File: src/pcix_cap_consts.vh
`ifndef PCIX_CAP_CONSTS_VH
`define PCIX_CAP_CONSTS_VH

// Register map (byte addresses)
`define CAP_WORD_ADDR      8'h80
`define IRQ_STATUS_ADDR    8'h00
`define IRQ_MASK_ADDR      8'h04
`define MODE_CTRL_ADDR     8'h08

// Capability header fields
`define CAP_ID_VALUE       8'h07
`define CAP_NEXT_VALUE     8'h90

// Status bit positions
`define BIT_WIDE           16
`define BIT_FAST           17
`define BIT_DISCARD        18
`define BIT_UNEXP          19
`define BIT_OVERRUN        20
`define BIT_DELAYED        21
`define FREQ_LO            22
`define FREQ_HI            24

// Byte lanes and interrupt field
`define LANE_STATUS        2
`define LANE_LOW           0
`define IRQ_BIT_HI         3
`define IRQ_BIT_LO         0

// Clock frequency codes
`define FREQ_CONV          3'h0
`define FREQ_66            3'h1
`define FREQ_133           3'h2

// AXI responses
`define RESP_OKAY          2'h0
`define RESP_SLVERR        2'h2

`endif

File: src/pcix_secondary_status_capability.v
// Function
// - Low byte of capability word reads constant 07h.
// - Bits 15:8 read 90h, the next capability link, read-only.
// - Bit 16 is strap value in forward mode, zero in reverse mode.
// - Bit 17 reads one in forward mode, zero in reverse, read-only.
// - Bit 18 sets on discarded split completion, forward mode only; resets zero.
// - Bit 19 sets on unexpected completion matching own ID, reverse only.
// - Bit 20 sets when incoming completion terminated for full buffer.
// - Bit 21 sets when split request delayed by commitment limit.
// - Bits 24:22 report secondary clock code in forward mode.
// - Clock code reads zero in reverse mode, resets zero, read-only.
//
// The implementer's own choice: the AXI4-Lite register port.
`timescale 1ns/1ps
`default_nettype none
`include "pcix_cap_consts.vh"

//------------------------------------------------------------
// Register map
//------------------------------------------------------------
// 0x80  capability word: id, link, secondary status
//       bits 21:18 write-one-to-clear on byte lane 2
//       bits 31:25 reserved, read zero
// 0x00  interrupt status, same four events, bits 3:0
//       write-one-to-clear on byte lane 0
// 0x04  interrupt mask, bits 3:0, a set bit masks
// 0x08  bridge mode, bit 0 high in reverse mode, read-only
// Other addresses answer SLVERR, read data zero
//
// Bus timing
// Ready one cycle after valid, one transfer at a time
// Write response one cycle after both halves held
// Read data one cycle after the address handshake
// Status visible one cycle after the event, irq one later

module pcix_secondary_status_capability (
    input  wire        clk_sys,
    input  wire        rst_n,
    input  wire        reverse_mode,
    input  wire        wide_secondary_strap,
    input  wire [2:0]  sec_clk_code,
    input  wire        ev_split_discard,
    input  wire        ev_unexpected_cpl,
    input  wire        ev_cpl_overrun,
    input  wire        ev_req_delayed,
    input  wire [7:0]  s_axi_awaddr,
    input  wire        s_axi_awvalid,
    output reg         s_axi_awready,
    input  wire [31:0] s_axi_wdata,
    input  wire [3:0]  s_axi_wstrb,
    input  wire        s_axi_wvalid,
    output reg         s_axi_wready,
    output reg  [1:0]  s_axi_bresp,
    output reg         s_axi_bvalid,
    input  wire        s_axi_bready,
    input  wire [7:0]  s_axi_araddr,
    input  wire        s_axi_arvalid,
    output reg         s_axi_arready,
    output reg  [31:0] s_axi_rdata,
    output reg  [1:0]  s_axi_rresp,
    output reg         s_axi_rvalid,
    input  wire        s_axi_rready,
    output reg         irq
);

    //------------------------------------------------------------
    // State
    //------------------------------------------------------------
    reg  [3:0]  sticky_r;      // discard, unexp, overrun, delayed
    reg  [3:0]  irq_mask_r;
    reg  [2:0]  freq_r;
    reg         wide_r;
    reg         fast_r;
    reg  [7:0]  aw_addr_r;
    reg         aw_have_r;
    reg  [31:0] w_data_r;
    reg  [3:0]  w_strb_r;
    reg         w_have_r;

    wire [3:0]  events;
    wire [3:0]  clr_w1c;
    wire [3:0]  clr_irq;
    wire        wr_fire;
    wire [31:0] cap_word;

    //------------------------------------------------------------
    // Helper functions
    //------------------------------------------------------------
    // Register select by exact byte address
    function addr_hit;
        input [7:0] addr;
        input [7:0] target;
        begin
            addr_hit = (addr == target);
        end
    endfunction

    // Registers that answer OKAY; mode word only on reads
    function addr_mapped;
        input [7:0] addr;
        input       is_read;
        begin
            addr_mapped = addr_hit(addr, `CAP_WORD_ADDR) |
                          addr_hit(addr, `IRQ_STATUS_ADDR) |
                          addr_hit(addr, `IRQ_MASK_ADDR) |
                          (is_read & addr_hit(addr, `MODE_CTRL_ADDR));
        end
    endfunction

    // Response code for a mapped or unmapped access
    function [1:0] resp_code;
        input mapped;
        begin
            resp_code = mapped ? `RESP_OKAY : `RESP_SLVERR;
        end
    endfunction

    // Bits to clear from one written lane
    function [3:0] w1c_bits;
        input       hit;
        input       lane_en;
        input [3:0] ones;
        begin
            w1c_bits = (hit && lane_en) ? ones : 4'h0;
        end
    endfunction

    // Read data of a mapped register, zero elsewhere
    function [31:0] read_mux;
        input [7:0]  addr;
        input [31:0] cap;
        input [3:0]  status;
        input [3:0]  mask;
        input        mode;
        begin
            case (addr)
                `CAP_WORD_ADDR:   read_mux = cap;
                `IRQ_STATUS_ADDR: read_mux = {28'h000_0000, status};
                `IRQ_MASK_ADDR:   read_mux = {28'h000_0000, mask};
                `MODE_CTRL_ADDR:  read_mux = {31'h0000_0000, mode};
                default:          read_mux = 32'h0000_0000;
            endcase
        end
    endfunction

    //------------------------------------------------------------
    // Event qualification by bridge mode
    //------------------------------------------------------------
    assign events = {ev_req_delayed,
                     ev_cpl_overrun,
                     ev_unexpected_cpl & reverse_mode,
                     ev_split_discard & ~reverse_mode};

    assign wr_fire = aw_have_r & w_have_r & ~s_axi_bvalid;

    // Write-one-to-clear decode: byte lane 2 at 0x80, byte lane 0 at 0x00
    assign clr_w1c = w1c_bits(wr_fire & addr_hit(aw_addr_r, `CAP_WORD_ADDR),
                              w_strb_r[`LANE_STATUS], w_data_r[`BIT_DELAYED:`BIT_DISCARD]);
    assign clr_irq = w1c_bits(wr_fire & addr_hit(aw_addr_r, `IRQ_STATUS_ADDR),
                              w_strb_r[`LANE_LOW], w_data_r[`IRQ_BIT_HI:`IRQ_BIT_LO]);

    // Composed capability word, reserved bits zero
    assign cap_word = {7'h00, freq_r, sticky_r, fast_r, wide_r,
                       `CAP_NEXT_VALUE,
                       `CAP_ID_VALUE};

    //------------------------------------------------------------
    // Status fields, qualified by bridge mode
    //------------------------------------------------------------
    always @(posedge clk_sys) begin
        if (!rst_n) begin
            sticky_r <= 4'h0;
        end else begin
            // Set wins over clear
            sticky_r <= (sticky_r & ~(clr_w1c | clr_irq)) | events;
            // Discard bit held at zero in reverse mode
            if (reverse_mode)
                sticky_r[0] <= 1'b0;
            // Unexpected-completion bit held at zero in forward mode
            if (!reverse_mode)
                sticky_r[1] <= 1'b0;
        end
    end

    //------------------------------------------------------------
    // Strap and mode-dependent read-only fields
    //------------------------------------------------------------
    // Follow strap, mode and clock code every cycle
    always @(posedge clk_sys) begin
        if (!rst_n) begin
            freq_r <= `FREQ_CONV;
            wide_r <= 1'b0;
            fast_r <= 1'b0;
        end else begin
            wide_r <= wide_secondary_strap & ~reverse_mode;
            fast_r <= ~reverse_mode;
            freq_r <= reverse_mode ? `FREQ_CONV : sec_clk_code;
        end
    end

    //------------------------------------------------------------
    // AXI4-Lite write channel
    //------------------------------------------------------------
    always @(posedge clk_sys) begin
        if (!rst_n) begin
            aw_have_r     <= 1'b0;
            w_have_r      <= 1'b0;
            aw_addr_r     <= 8'h00;
            w_data_r      <= 32'h0000_0000;
            w_strb_r      <= 4'h0;
            s_axi_awready <= 1'b0;
            s_axi_wready  <= 1'b0;
        end else begin
            // Ready pulses once per offered item
            s_axi_awready <= ~aw_have_r & ~s_axi_awready & s_axi_awvalid;
            s_axi_wready  <= ~w_have_r & ~s_axi_wready & s_axi_wvalid;
            // Address held until the response
            if (s_axi_awvalid && s_axi_awready) begin
                aw_have_r <= 1'b1;
                aw_addr_r <= s_axi_awaddr;
            end
            // Data and strobes held until the response
            if (s_axi_wvalid && s_axi_wready) begin
                w_have_r <= 1'b1;
                w_data_r <= s_axi_wdata;
                w_strb_r <= s_axi_wstrb;
            end
            // Both halves consumed by the response
            if (wr_fire) begin
                aw_have_r <= 1'b0;
                w_have_r  <= 1'b0;
            end
        end
    end

    //------------------------------------------------------------
    // AXI4-Lite write response
    //------------------------------------------------------------
    // Answer once both halves are held; unmapped gets SLVERR
    always @(posedge clk_sys) begin
        if (!rst_n) begin
            s_axi_bvalid <= 1'b0;
            s_axi_bresp  <= `RESP_OKAY;
        end else if (wr_fire) begin
            s_axi_bvalid <= 1'b1;
            s_axi_bresp  <= resp_code(addr_mapped(aw_addr_r, 1'b0));
        end else if (s_axi_bvalid && s_axi_bready) begin
            s_axi_bvalid <= 1'b0;
        end
    end

    //------------------------------------------------------------
    // Interrupt mask register
    //------------------------------------------------------------
    // A set bit keeps its status bit off the interrupt line
    always @(posedge clk_sys) begin
        if (!rst_n) begin
            irq_mask_r <= 4'h0;
        end else if (wr_fire && addr_hit(aw_addr_r, `IRQ_MASK_ADDR) && w_strb_r[`LANE_LOW]) begin
            irq_mask_r <= w_data_r[`IRQ_BIT_HI:`IRQ_BIT_LO];
        end
    end

    //------------------------------------------------------------
    // AXI4-Lite read channel
    //------------------------------------------------------------
    always @(posedge clk_sys) begin
        if (!rst_n) begin
            s_axi_arready <= 1'b0;
            s_axi_rvalid  <= 1'b0;
            s_axi_rdata   <= 32'h0000_0000;
            s_axi_rresp   <= `RESP_OKAY;
        end else begin
            // Address taken once, never while data is pending
            s_axi_arready <= ~s_axi_arready & ~s_axi_rvalid & s_axi_arvalid;
            if (s_axi_arvalid && s_axi_arready) begin
                s_axi_rvalid <= 1'b1;
                // Data and code chosen from the address
                s_axi_rresp  <= resp_code(addr_mapped(s_axi_araddr, 1'b1));
                s_axi_rdata  <= read_mux(s_axi_araddr, cap_word, sticky_r, irq_mask_r, reverse_mode);
            end else if (s_axi_rvalid && s_axi_rready) begin
                s_axi_rvalid <= 1'b0;
            end
        end
    end

    //------------------------------------------------------------
    // Interrupt output
    //------------------------------------------------------------
    always @(posedge clk_sys) begin
        if (!rst_n)
            irq <= 1'b0;
        else
            // High while any unmasked status bit is set
            irq <= |(sticky_r & ~irq_mask_r);
    end

endmodule

`default_nettype wire

File: config.mk
export PLATFORM = sky130hd
export DESIGN_NAME = pcix_secondary_status_capability
export DESIGN_NICKNAME = d
export VERILOG_FILES = /design/src/pcix_secondary_status_capability.v
export VERILOG_INCLUDE_DIRS = /design/src
export SDC_FILE = /design/constraint.sdc
export NUM_CORES = 1
export LEC_CHECK = 0
export ABC_AREA = 1
export BUFFER_PORTS_ARGS = -buffer_cell sky130_fd_sc_hd__buf_2
export CORE_MARGIN = 2
export CORE_UTILIZATION = 50
export DETAILED_ROUTE_END_ITERATION = 8
export MAX_ROUTING_LAYER = met4
export PLACE_DENSITY = 0.85
export SKIP_CTS_REPAIR_TIMING = 1
export SYNTH_ARGS = -nofsm -noshare
export SYNTH_HDL_FRONTEND = slang
export SYNTH_SLANG_ARGS = --single-unit
File: constraint.sdc
create_clock -name clk_sys -period 1.98 [get_ports clk_sys]
set_input_delay 0.099 -clock clk_sys [delete_from_list [all_inputs] [get_ports clk_sys]]
set_output_delay 0.099 -clock clk_sys [all_outputs]
set_load 0.005 [all_outputs]
==> results.yml, run 1 <==
worst_setup_path:
  regToRegStartpoint: "s_axi_arready"
  crit_fanout: 16
  arrival_ns: 1.61
  cp-end-kind: "flip-flop"
  worstSetupEndpoint: "s_axi_rdata[23]"
  regToRegSetupSlack_ns: 0.60
  critPathLaunch: "s_axi_arready"
  start_kind: "flip-flop"
  r2r_cells: 4
  path_class: "reg2reg"
  required_ns: 2.22
  r2r-end: "s_axi_rdata[23]"
clock_network:
  root_buffer: "clkbuf_8"
  htreeDepth: 2
  clk_pin_slew_ns: 0.10
  clock_latency_ns: 0.31
  clock_sinks: 55
  numCtsBuffers: 5
  cts_buffer_depth: 2
  cts_tree: "yes"
pwr:
  leakagePower_nw: 1.30
  p_per_area_nw_per_um2: 778
  vdd_ir_drop_max_mv: 0.585
floorplan:
  rows: 24
  initial_utilization_pct: 52.8
  die_x_um: 72.5
  dieArea_sq_um: 5260
  boundaryPins: 110
  fp.dieH_um: 72.5
  core-area_sq_um: 4440
sta:
  period_share_pct: 69.6
  hold_slack_ns: -0.00603
  fin_crit_ns: 1.38
  slew_viol_final: 0
  skew_ns: 0.00634
  hold_viol_final: 1
  rsz0062_at_grt: "false"
  setup_violations: 0
  fmax_mhz: 726
  fin_setup_tns_ns: 0
cells_and_area:
  area_growth_pct: 17.8
  drive_above_1_share_pct: 24.7
  fin_nets: 443
  antenna_cells: 0
  fin_cells: 428
  finish.utilization_pct: 62.2
routing:
  wirelength_um: 4890
  num_vias: 2142
  drtAntennaViolNets: 0
  dr.first_iter.drc_count: 79
  viasPerCell: 5.00
  drc: 0
  drt-pass1-iter-count: 4
  wl_per_cell_um: 11.4
global_route:
  grt_usage_pct: 19.6
  grt_max_degree: 30
  grt_overflow: 0
  grt_pass1_vias: 1818
  antenna_found_initial: 0
  grt_pass1_wl_um: 7890
status:
  outcome: "complete, but fails checks"
  violations: "negative hold slack"
synthesis:
  syn_inst: 312
  synth_top_area_cell: "dfxtp_1"
  ys_warn_count: 0
  ys_ff_latch: 55
  netlist_area_sq_um: 2350
  netlist-cell-type-count: 24
  synth_top_area_share_pct: 46.9
  synthTopCellsByArea: "dfxtp_1 (47%), a21oi_1 (7.9%), nand2_1 (7.2%)"
  syn_area_per_cell_sq_um: 7.53
  ys_seq_area_share_pct: 46.9
flow_run:
  drv_cap: 0
placement:
  gp_congestion: 0.802
  placedCellCount: 417
  io_buffers: 64
  hpwl_um: 3580
hold_path:
  hp-class: "in2reg"
logic make-up after synthesis:
kind of cell | synth area share [%]
AO/OA/AOI/OAI | 14.2
buffers and inverters | 13.6
flip-flops | 46.9
other | 0.160
AND/OR/NAND/NOR | 25.2
per-stage QoR:
stage	cell area [sq um]	hold WS, ns	total power (W)	worst slack, ns
6_report	2770	-0.00603	0.00215	0.603
5_1_grt	2770	0.0128	0.00223	0.433
4_1_cts	2740	-0.0119	0.00216	0.621
3_5_place_dp	2620	0.324	0.00139	0.634
3_3_place_gp	2620	0.315	0.00138	0.702
2_1_floorplan	2420	0.183	0.00134	0.934
placed cells by master, fill, tap and decap left out, drive strengths merged:
cell type	netlist	routed
buf	25	66
dfxtp	55	55
nand2	49	49
nor2	45	45
a21oi	38	38
inv	30	31
nand3	29	29
o21ai	26	26
conb	1	19
clkbuf	6	6
nor3	4	4
dlygate4sd3	0	3
nand4	2	2
clkinv	1	1
a41oi	1	1
bufinv	0	1
critical path: stages (launching register included):
cell     delay [ns]
dfxtp_1        0.38
nand2_2        0.20
inv_1          0.43
nand3_1        0.13
a21oi_1        0.17
cell usage after synthesis:
cell,n
buf_2,4
buf_4,21
clkbuf_2,1
nor2_1,35
inv_2,2
nand2_2,3
o21ai_1,8
nand4_1,1
clkinv_2,1
nand3_1,29
dfxtp_1,55
nor2_4,3
nor2_2,7
conb_1,1
a41oi_1,1
clkbuf_1,5
nor3_1,4
a21oi_1,37
nand4_2,1
inv_1,28
o21ai_0,18
nand2_1,45
a21oi_2,1
nand2_4,1
worst min path at each step:
stage	depth (start not counted)	start	slack, ns	end
CTS	3	wide_secondary_strap	-0.01	wide_r
global placement	3	sec_clk_code[2]	0.31	freq_r[2]
detailed placement	3	sec_clk_code[0]	0.32	freq_r[0]
floorplan	1	reverse_mode	0.18	fast_r
finish	3	sec_clk_code[0]	-0.006	freq_r[0]
global route	3	sec_clk_code[0]	0.01	freq_r[0]
state kept, by name, summed over array words and instances (netlist names):
| register | cells |
|---|---|
| aw_addr_r | 8 |
| aw_have_r | 1 |
| fast_r | 1 |
| freq_r | 3 |
| irq | 1 |
| irq_mask_r | 4 |
| s_axi_arready | 1 |
| s_axi_awready | 1 |
| s_axi_bresp | 1 |
| s_axi_bvalid | 1 |
| s_axi_rdata | 14 |
| s_axi_rresp | 1 |
| s_axi_rvalid | 1 |
| s_axi_wready | 1 |
| sticky_r | 4 |
| w_data_r | 8 |
| w_have_r | 1 |
| w_strb_r | 2 |
| wide_r | 1 |
per-layer routing:
metal  wire, um  vias up  track usage (%)  share of wire [%]
li1           -     1093                -                  -
met1       2160      977             23.6                 44
met2       2430       68             32.6                 50
met3        264        4             4.17                5.4
met4         34        0             6.17               0.69
met5          0        -                -                  0
where the power goes:
part	leakage, nW	internal [W]	total [W]	switching [W]
sequential	0.448	0.00114	0.00117	0.0000260
combinational	0.789	0.0000808	0.000201	0.000120
clock	0.0618	0.000416	0.000783	0.000367
cell type report:
class / instances / area, sq um
clock buffer: 6 / 82.6
clock inverter: 2 / 38.8
fill: 411 / 1680
inverter: 31 / 118
multi-input combinational: 213 / 996
sequential: 55 / 1100
tap: 52 / 65.1
timing repair buffer: 69 / 365
(Power assumes the default switching activity.)
==> run 2: changes to the inputs <==
- CORE_UTILIZATION: 50 -> 42
- PLACE_DENSITY: 0.85 -> 0.76
- clock period: 1.98 -> 1.2 ns (I/O delays scaled with it)
==> results.yml, run 2 (same netlist as run 1, synthesis figures left out) <==
clock_network:
  clock_sinks: 55
  numCtsBuffers: 5
  root_buffer: "clkbuf_8"
  clk_pin_slew_ns: 0.10
  cts_tree: "yes"
  htreeDepth: 2
  cts_buffer_depth: 2
  clock_latency_ns: 0.31
cells_and_area:
  final_common_cell: "buf_2"
  fin_cells: 461
  final_cell_mix: "buf_2 (64), dfxtp_1 (52), nand2_1 (43)"
  largest_reg_flops: 14
  drive_above_1_share_pct: 28.0
  reg_top3: "s_axi_rdata x14, aw_addr_r x8, w_data_r x8"
  fin_nets: 456
  antenna_cells: 0
  finish.utilization_pct: 53.7
  area_growth_pct: 24.3
  regMostFlops: "s_axi_rdata"
  nFillCells: 537
  stdcell_area_sq_um: 2920
hold_path:
  hp-class: "in2reg"
  min_path_cells: 4
  worstHoldStart: "s_axi_bready"
sta:
  period_share_pct: 95.2
  hold_slack_ns: -0.0196
  slew_viol_final: 0
  hold_viol_final: 5
  fmax_mhz: 875
  fin_setup_tns_ns: 0
  rsz0062_at_grt: "true"
  setup_violations: 0
  fin_crit_ns: 1.14
  setup_slack_ns: 0.0573
  skew_ns: 0.00971
worst_setup_path:
  cp.depth: 7
  cp_top_family: "simple AND/OR/NAND/NOR gates"
  crit_fanout: 8
  arrival_ns: 1.36
  r2r_cells: 7
  cp-end-kind: "flip-flop"
  cp_num_buf_inv: 1
  start_kind: "flip-flop"
  regToRegStartpoint: "w_have_r"
  crit_top_cell: "nor2_4"
  path_class: "reg2reg"
  critPathLaunch: "w_have_r"
  required_ns: 1.41
  crit_chain: "inv_2 > nor2_4 > nand2_2 > nor2_4 > nand2_4 > o21ai_1 > a21oi_1"
  slowest_stage: "dfxtp_2"
  critPathMaxStageDelay_ns: 0.35
pwr:
  vdd_ir_drop_max_mv: 0.842
  leakagePower_nw: 1.35
  p_per_area_nw_per_um2: 1150
global_route:
  antenna_found_initial: 0
  grt_pass1_wl_um: 7920
  grt_pass1_vias: 1909
  grt_overflow: 0
  grt_usage_pct: 16.4
  grt_max_degree: 30
placement:
  place_ws_ns: 0.0157
  io_buffers: 64
  gp_congestion: 0.836
  dpl_cell_area_sq_um: 2690
  placedCellCount: 443
  hpwl_um: 3770
routing:
  num_vias: 2129
  dr.first_iter.drc_count: 108
  viasPerCell: 4.62
  wl_per_cell_um: 10.9
  drtAntennaViolNets: 0
  wirelength_um: 5020
  drc: 0
  drt-pass1-iter-count: 4
floorplan:
  rows: 27
  core-area_sq_um: 5440
  initial_utilization_pct: 43.2
  boundaryPins: 110
  die_x_um: 78.8
  dieArea_sq_um: 6210
  fp.dieH_um: 78.8
status:
  violations: "negative hold slack"
  outcome: "complete, but fails checks"
flow_run:
  drv_cap: 0
run 2: cell types whose count changed in the layout (fill, tap and decap cells not counted), sizes merged:
cell / before / now
clkbuf: 6 / 5
buf: 66 / 72
bufinv: 1 / 0
dlygate4sd3: 3 / 10
clkinvlp: 0 / 1
clkinv: 1 / 2
run 2: cell type report:
| cell class | instances | area [sq um] | share of cell area (%) |
|---|---|---|---|
| clock buffer | 5 | 68.8 | 2.36 |
| clock inverter | 3 | 23.8 | 0.814 |
| inverter | 31 | 118 | 4.03 |
| multi-input combinational | 213 | 1030 | 35.4 |
| sequential | 55 | 1100 | 37.8 |
| tap | 72 | 90.1 | 3.08 |
| timing repair buffer | 82 | 480 | 16.5 |
run 2: power by group:
group | switching [W] | internal (W) | leakage, nW
Combinational | 0.000217 | 0.000165 | 0.856
Clock | 0.000612 | 0.000422 | 0.0461
Sequential | 0.0000422 | 0.00189 | 0.450
run 2: layer usage:
layer / track usage (%) / share of wire, % / vias to the layer above
li1: - / - / 1117
met4: 4.74 / 1.2 / 0
met5: - / 0 / -
met1: 18.1 / 44 / 941
met2: 29.7 / 49 / 63
met3: 3.41 / 5.2 / 8
run 2: tightest hold or removal path, cell delays in order:
cell and delay [ns]:
buf_2 0.07, inv_1 0.03, nand2_1 0.04, a21oi_1 0.05
run 2: path summary, 6_finish.rpt:
check                        to  slack (ns)
setup reg to reg  irq_mask_r[2]        0.06
hold reg to reg    s_axi_wready        0.43
setup / recovery  irq_mask_r[2]        0.06
hold / removal     s_axi_bvalid       -0.02
run 2: through the flow:
step	hold WS, ns	power [W]
4_1_cts	-0.0474	0.00332
6_report	-0.0196	0.00335
3_3_place_gp	0.280	0.00229
5_1_grt	0.000730	0.00349
3_5_place_dp	0.287	0.00231
2_1_floorplan	0.144	0.00221
